**src/gpio_port_pkg.sv**
```systemverilog
package gpio_port_pkg;

    // ------------------------------------------------------------
    // widths
    // ------------------------------------------------------------
    localparam int PORT_WIDTH = 16;
    localparam int ADDR_WIDTH = 8;

    // ------------------------------------------------------------
    // register offsets (byte addresses, one word each)
    // ------------------------------------------------------------
    localparam logic [7:0] OFS_PIN_DIRECTION  = 8'h00;
    localparam logic [7:0] OFS_PIN_LEVEL      = 8'h04;
    localparam logic [7:0] OFS_OUTPUT_LATCH   = 8'h08;
    localparam logic [7:0] OFS_OPEN_DRAIN_SEL = 8'h0c;
    localparam logic [7:0] OFS_ANALOG_SEL     = 8'h10;

    // ------------------------------------------------------------
    // reset values, before the implemented-bit mask is applied
    // ------------------------------------------------------------
    localparam logic [15:0] RST_PIN_DIRECTION  = 16'hffff;
    localparam logic [15:0] RST_OUTPUT_LATCH   = 16'h0000;
    localparam logic [15:0] RST_OPEN_DRAIN_SEL = 16'h0000;
    localparam logic [15:0] RST_ANALOG_SEL     = 16'hffff;
    localparam logic [15:0] ALL_ZERO           = 16'h0000;

    // ------------------------------------------------------------
    // carriers
    // ------------------------------------------------------------
    typedef struct packed {
        logic [7:0]  addr;
        logic [15:0] wdata;
        logic        wr;
        logic        rd;
    } reg_req_t;

    typedef struct packed {
        logic [15:0] enable;
        logic [15:0] drive;
        logic [15:0] data;
    } periph_out_t;

    typedef struct packed {
        logic [15:0] pin_direction_reg;
        logic [15:0] output_latch_reg;
        logic [15:0] open_drain_select_reg;
        logic [15:0] analog_select_reg;
        logic [15:0] pad_meta;
        logic [15:0] pad_sync;
        logic [15:0] rdata;
        logic [15:0] pad_out;
        logic [15:0] pad_oe;
        logic [15:0] periph_in;
    } port_state_t;

endpackage

```
**src/shared_parallel_io_port.sv**
```systemverilog
`timescale 1ns/100ps
// Operation
// RULE1: a pin whose peripheral is enabled and driving takes data and drive from it, still readable.
// RULE2: an enabled peripheral that is not driving a pin leaves that pin to latch and direction.
// RULE3: the port's own driven value never reaches the peripheral input of the same pin.
// RULE4: a direction bit of one makes the pin an input with its driver off, zero an output.
// RULE5: after any reset every pin is an input with all direction bits set.
// RULE6: reading the latch register gives the latch, writing it loads the latch.
// RULE7: reading the pin-level register gives sampled pins, writing it loads the latch.
// RULE8: unimplemented bits are disabled and read zero in latch, direction and pin level.
// RULE9: port C bits 13 and 14 are inputs only and never drive.
// RULE10: software leaves one instruction cycle between a direction or port write and a read.
// RULE11: an open-drain bit set makes the pin drive low only and float high.
// RULE12: each pin with an analog function has one analog-select bit working with its direction.
// RULE13: pins in analog mode read zero in the pin-level register.
// RULE14: analog-select one means analog with digital read off, zero digital; resets to one.
// RULE15: all port registers are 16 bits, bit n serving pin n.
module shared_parallel_io_port #(
    parameter logic [15:0] IMPL_MASK       = 16'hffff,
    parameter logic [15:0] ANALOG_MASK     = 16'hffff,
    parameter logic [15:0] INPUT_ONLY_MASK = 16'h6000
) (
    input  wire logic                        mclk,
    input  wire logic                        resetn,
    input  wire gpio_port_pkg::reg_req_t     bus_req,
    output logic [15:0]                      bus_rdata,
    input  wire logic [15:0]                 pad_in,
    output logic [15:0]                      pad_out,
    output logic [15:0]                      pad_oe,
    input  wire gpio_port_pkg::periph_out_t  periph,
    output logic [15:0]                      periph_in,
    output logic [15:0]                      analog_mode
);

    // ------------------------------------------------------------
    // state
    // ------------------------------------------------------------
    gpio_port_pkg::port_state_t st_ff;   // sixteen bits per register, bit n for pin n [RULE15]
    gpio_port_pkg::port_state_t nxt_st;

    logic [15:0] own_c;
    logic [15:0] port_drv_c;
    logic [15:0] drv_data_c;
    logic [15:0] drive_c;
    logic [15:0] level_c;

    // analog-capable bits only; the rest of the analog register is absent
    localparam logic [15:0] ANS_BITS = ANALOG_MASK & IMPL_MASK;
    // pins that may ever drive the pad
    localparam logic [15:0] DRIVE_OK = IMPL_MASK & ~INPUT_ONLY_MASK;

    // ------------------------------------------------------------
    // helpers
    // ------------------------------------------------------------
    // one address comparison used by the write decode; reads decode with a case
    function automatic logic hit(input logic [7:0] addr, input logic [7:0] ofs);
        hit = (addr == ofs);
    endfunction

    // ------------------------------------------------------------
    // pin ownership and drive
    // ------------------------------------------------------------
    // the peripheral wins a pin only while both enabled and driving it
    assign own_c      = periph.enable & periph.drive;                       // [RULE1]
    // port drives where it owns the pin and direction is output; input-only
    // and missing pins never drive, so input-only pins keep their peripheral input open
    assign port_drv_c = ~own_c & ~st_ff.pin_direction_reg & DRIVE_OK;       // [RULE2] [RULE4]
    assign drv_data_c = (own_c & periph.data) | (~own_c & st_ff.output_latch_reg);
    // input-only and missing pins are removed from every drive path
    assign drive_c    = (own_c | port_drv_c) & DRIVE_OK;                    // [RULE9] [RULE8]
    // analog pins lose their digital read path
    assign level_c    = st_ff.pad_sync & ~st_ff.analog_select_reg & IMPL_MASK; // [RULE13] [RULE14]

    // ------------------------------------------------------------
    // next state
    // ------------------------------------------------------------
    always_comb begin
        nxt_st = st_ff;
        // two-stage sampler; the first stage feeds only the second
        nxt_st.pad_meta = pad_in;
        nxt_st.pad_sync = st_ff.pad_meta;

        // register writes, masked to the implemented bits
        if (bus_req.wr) begin
            if (hit(bus_req.addr, gpio_port_pkg::OFS_PIN_DIRECTION)) begin
                nxt_st.pin_direction_reg = bus_req.wdata & IMPL_MASK;       // [RULE4] [RULE8]
            end
            if (hit(bus_req.addr, gpio_port_pkg::OFS_OUTPUT_LATCH)) begin
                nxt_st.output_latch_reg = bus_req.wdata & IMPL_MASK;        // [RULE6]
            end
            if (hit(bus_req.addr, gpio_port_pkg::OFS_PIN_LEVEL)) begin
                // writes through the level register land in the latch
                nxt_st.output_latch_reg = bus_req.wdata & IMPL_MASK;        // [RULE7]
            end
            if (hit(bus_req.addr, gpio_port_pkg::OFS_OPEN_DRAIN_SEL)) begin
                nxt_st.open_drain_select_reg = bus_req.wdata & IMPL_MASK;   // [RULE11]
            end
            if (hit(bus_req.addr, gpio_port_pkg::OFS_ANALOG_SEL)) begin
                nxt_st.analog_select_reg = bus_req.wdata & ANS_BITS;        // [RULE12]
            end
        end

        // read data stands for one cycle only, zero otherwise
        nxt_st.rdata = gpio_port_pkg::ALL_ZERO;
        if (bus_req.rd) begin
            case (bus_req.addr)
                gpio_port_pkg::OFS_PIN_DIRECTION:  nxt_st.rdata = st_ff.pin_direction_reg;
                gpio_port_pkg::OFS_OUTPUT_LATCH:   nxt_st.rdata = st_ff.output_latch_reg; // [RULE6]
                gpio_port_pkg::OFS_PIN_LEVEL:      nxt_st.rdata = level_c;   // [RULE7]
                gpio_port_pkg::OFS_OPEN_DRAIN_SEL: nxt_st.rdata = st_ff.open_drain_select_reg;
                gpio_port_pkg::OFS_ANALOG_SEL:     nxt_st.rdata = st_ff.analog_select_reg;
                default:                           nxt_st.rdata = gpio_port_pkg::ALL_ZERO;
            endcase
        end

        // pad drive: open-drain pins drive only a low level
        nxt_st.pad_out = drv_data_c & ~st_ff.open_drain_select_reg & DRIVE_OK; // [RULE11]
        nxt_st.pad_oe  = drive_c & (~st_ff.open_drain_select_reg | ~drv_data_c); // [RULE11]

        // peripheral sees each implemented digital pin except where the port itself drives it
        nxt_st.periph_in = st_ff.pad_sync & ~port_drv_c                     // [RULE3]
                           & ~st_ff.analog_select_reg & IMPL_MASK;
    end

    // ------------------------------------------------------------
    // state register
    // ------------------------------------------------------------
    // sampler latency of two cycles is covered by the software gap
    // between a port write and a read of the same port [RULE10]
    always_ff @(posedge mclk) begin
        if (!resetn) begin
            st_ff.pin_direction_reg     <= gpio_port_pkg::RST_PIN_DIRECTION & IMPL_MASK; // [RULE5]
            st_ff.output_latch_reg      <= gpio_port_pkg::RST_OUTPUT_LATCH;
            st_ff.open_drain_select_reg <= gpio_port_pkg::RST_OPEN_DRAIN_SEL;
            st_ff.analog_select_reg     <= gpio_port_pkg::RST_ANALOG_SEL & ANS_BITS;    // [RULE14]
            st_ff.pad_meta              <= gpio_port_pkg::ALL_ZERO;
            st_ff.pad_sync              <= gpio_port_pkg::ALL_ZERO;
            st_ff.rdata                 <= gpio_port_pkg::ALL_ZERO;
            st_ff.pad_out               <= gpio_port_pkg::ALL_ZERO;
            st_ff.pad_oe                <= gpio_port_pkg::ALL_ZERO;
            st_ff.periph_in             <= gpio_port_pkg::ALL_ZERO;
        end else begin
            st_ff <= nxt_st;
        end
    end

    // ------------------------------------------------------------
    // outputs
    // ------------------------------------------------------------
    assign bus_rdata   = st_ff.rdata;
    assign pad_out     = st_ff.pad_out;
    assign pad_oe      = st_ff.pad_oe;
    assign periph_in   = st_ff.periph_in;
    assign analog_mode = st_ff.analog_select_reg;                           // [RULE12]
endmodule

```
**config.mk**
```make
export PLATFORM = sky130hd
export DESIGN_NAME = shared_parallel_io_port
export DESIGN_NICKNAME = d
export VERILOG_FILES = /design/src/gpio_port_pkg.sv /design/src/shared_parallel_io_port.sv
export SDC_FILE = /design/constraint.sdc
export NUM_CORES = 1
export LEC_CHECK = 0
export ABC_AREA = 1
export BUFFER_PORTS_ARGS = -buffer_cell sky130_fd_sc_hd__buf_2
export CAP_MARGIN = 20
export CORE_AREA = 2 2 129 118
export CTS_CLUSTER_SIZE = 8
export DETAILED_ROUTE_END_ITERATION = 10
export DIE_AREA = 0 0 131 120
export MAX_ROUTING_LAYER = met4
export PLACE_DENSITY = 0.75
export SLEW_MARGIN = 20
export SYNTH_ARGS = -nofsm -noshare
export SYNTH_HDL_FRONTEND = slang
export SYNTH_SLANG_ARGS = --single-unit
```
**constraint.sdc**
```tcl
create_clock -name mclk -period 1.2 [get_ports mclk]
set_input_delay 0.18 -clock mclk [delete_from_list [all_inputs] [get_ports mclk]]
set_output_delay 0.18 -clock mclk [all_outputs]
set_load 0.02 [all_outputs]
```
==> results.sh <==
export IMPL_finalSetupViolCount=0
export IMPL_cp_startpoint="analog_mode[13]$_SDFFE_PN1P_"
export IMPL_syn2layout_area_growth_pct=20.4
export IMPL_synth_fa_ha_area_share_pct=0
export IMPL_rsz0062_at_grt="false"
export IMPL_die_x_um=131
export IMPL_num_rows=42
export IMPL_crit_path_end="analog_mode[13]"
export IMPL_cts_root_buf="clkbuf_16"
export IMPL_whs_ps=14.7
export IMPL_cp_arrival_ps=990
export IMPL_dr_pass1_iters=5
export IMPL_skew_ps=7.17
export IMPL_dp_hpwl_um=11600
export IMPL_finalPower_mw=11.1
export IMPL_cts_tree="yes"
export IMPL_overflow=0
export IMPL_path_buf_inv=1
export IMPL_synthSimpleGateAreaFrac_pct=22.4
export IMPL_crit_path_start_kind="flop"
export IMPL_crit_family="flip-flops"
export IMPL_antenna_found_initial=0
export IMPL_placedCellCount=1134
export IMPL_ios=172
export IMPL_nNetsFinal=1063
export IMPL_numCtsBuffers=17
export IMPL_hold_path_class="input pin to flop"
export IMPL_drtIter0Drc=529
export IMPL_path_depth=1
export IMPL_mostFrequentLayoutCells="154 x buf_2, 140 x dfxtp_1, 122 x nand2_1"
export IMPL_cts_buffer_depth=2
export IMPL_syn_area_sq_mm=0.00675
export IMPL_clock_fmax_ghz=0.856
export IMPL_p_leak_nw=4.00
export IMPL_endpoint_kind="primary output"
export IMPL_layout_commonest_cell="buf_2"
export IMPL_ir_drop_uv=1040
export IMPL_clock_latency_ps=420
export IMPL_report_final_slew_viol_count=0
export IMPL_period_minus_slack_ps=1170
export IMPL_timing_rr_start="st_ff[130]$_SDFFE_PN0P_"
export IMPL_r2r_end="pad_oe[2]$_SDFF_PN0_"
export IMPL_place_congestion=0.833
export IMPL_powerDensity_mw_per_mm2=1370
export IMPL_status="completed"
export IMPL_portBuffers=161
export IMPL_htreeDepth=4
export IMPL_final_layout_size_suffix_gt1_share_pct=28.4
export IMPL_clk_transition_reported_paths_ps=60
export IMPL_synth_compound_area_share_pct=12.8
export IMPL_n_antenna_cell=0
export IMPL_start_util_pct=46.7
export IMPL_drv_cap=0
export IMPL_grt_usage_pct=21.9
export IMPL_wirelength_um=16500
export IMPL_die_h_um=120
export IMPL_ff2ff_setup_slack_ps=310
export IMPL_synth_mux_area_share_pct=0
export IMPL_grt_max_degree=55
export IMPL_worstPathCellList="buf_2"
export IMPL_yosysWarnings=0
export IMPL_instances_no_fill=1182
export IMPL_ys_types=27
export IMPL_core_area_sq_mm=0.0145
export IMPL_dpl_cell_area_sq_mm=0.00738
export IMPL_first_global_vias=5186
export IMPL_cts_num_sinks=156
export IMPL_postLayoutCellArea_sq_mm=0.00813
export IMPL_routedWlPerCell_um=14.0
export IMPL_max_stage_delay_ps=380
export IMPL_vias=5740
export IMPL_drc=0
export IMPL_final_period_utilization_pct=97.4
export IMPL_r2r_cells=5
export IMPL_die_area_sq_mm=0.0157
export IMPL_grt_pass1_wl_um=25800
export IMPL_slowest_stage="dfxtp_2"
export IMPL_worstPathRequired_ps=1020
export IMPL_vias_per_cell=4.86
export IMPL_cts_setup_buffers=0
export IMPL_synth_xor_area_share_pct=0
export IMPL_crit_type="flop to primary output"
export IMPL_synth_seq_cells=156
export IMPL_synth_top_family_by_area="simple AND/OR/NAND/NOR gates"
export IMPL_ant_nets=0
export IMPL_hold_violations=0
export IMPL_crit_fanout=5
export IMPL_avgSynthCellArea_sq_um=7.85
export IMPL_synthCells=860
export IMPL_yosysSeqAreaShare_pct=46.2
where the power goes:
group          total, mW  internal (mW)  switching (mW)  leakage [nW]
logic              0.785          0.316           0.468          2.48
registers           5.30           5.28          0.0275          1.26
clock network       5.05           2.93            2.12         0.263
Yosys cell counts:
library cell,count,area share (%)
conb_1,1,0.056
inv_1,99,5.5
nand3_1,82,6.1
nor2_8,1,0.30
nand2_1,122,6.8
o21ai_1,8,0.59
dfxtp_1,156,46
nor2_1,72,4.0
nor2_4,3,0.50
o21ai_0,59,4.4
buf_1,3,0.17
nand3_4,1,0.26
or2_2,9,0.83
o211ai_2,9,1.7
nand2_4,3,0.50
buf_6,11,1.8
o211ai_1,23,2.6
inv_2,4,0.22
nand2_2,6,0.56
nor3_1,25,1.9
nor2_2,1,0.093
nand3_2,1,0.15
a21oi_1,49,3.6
nor4_1,5,0.46
clkbuf_1,12,0.67
buf_4,83,9.2
buf_2,12,0.89
worst min-delay path by stage:
| stage | from | end | cells after the start |
|---|---|---|---|
| after CTS | bus_req[16] | st_ff[126]$_SDFFE_PN0P_ | 3 |
| after global placement | pad_in[13] | nxt_st[77]$_SDFF_PN0_ | 3 |
| after floorplan | pad_in[0] | nxt_st[64]$_SDFF_PN0_ | 2 |
| final | bus_req[16] | st_ff[126]$_SDFFE_PN0P_ | 3 |
| after detailed placement | pad_in[7] | nxt_st[71]$_SDFF_PN0_ | 3 |
| after global routing | bus_req[16] | st_ff[126]$_SDFFE_PN0P_ | 3 |
logic make-up (layout without fill, tap and decap cells):
family,after synthesis,in the layout
and+or+nand+nor,331,331
AOI/OAI and AO/OA,148,148
DFF,156,156
other,1,4
buffers and inverters,224,345
layer usage:
layer | global-route usage (%) | vias to the layer above | share of wire [%]
li1 | - | 2913 | -
met3 | 5.84 | 19 | 8.5
met4 | 6.45 | 0 | 1.0
met5 | - | - | 0
met2 | 32.1 | 237 | 44
met1 | 29.8 | 2571 | 46
sequential cells by signal, summed over array words and instances (netlist names):
register	flops
analog_mode	16
bus_rdata	16
nxt_st	16
pad_oe	14
pad_out	14
periph_in	16
st_ff	64
through the flow:
stage,util [%],TNS (ps),setup WS (ps)
3_5_place_dp,51.1,-8090,-228
2_1_floorplan,-,0,84.0
4_1_cts,56.2,0,4.27
6_report,56.3,0,31.4
3_3_place_gp,51.1,-6820,-167
5_1_grt,56.3,0,5.30
final cells by class:
class	instances	area [sq um]
repair buffers	210	1410
inverters	103	387
well taps	198	248
clock buffers	20	457
fillers	1333	6320
multi-input cells	483	2390
clock inverters	12	97.6
flip-flops and latches	156	3140
tightest hold or removal path, cell delays in order:
cell	delay, ps
buf_2	80
o21ai_0	70
nor2_1	70
timing repair:
action / CTS / global route
hold buffers: 16 / 0
endpoints found under the setup margin: 16 / 5
resized for setup: 17 / 5
endpoints found under the hold margin: 16 / 0
No activity file was read; power rests on OpenSTA's default activity.
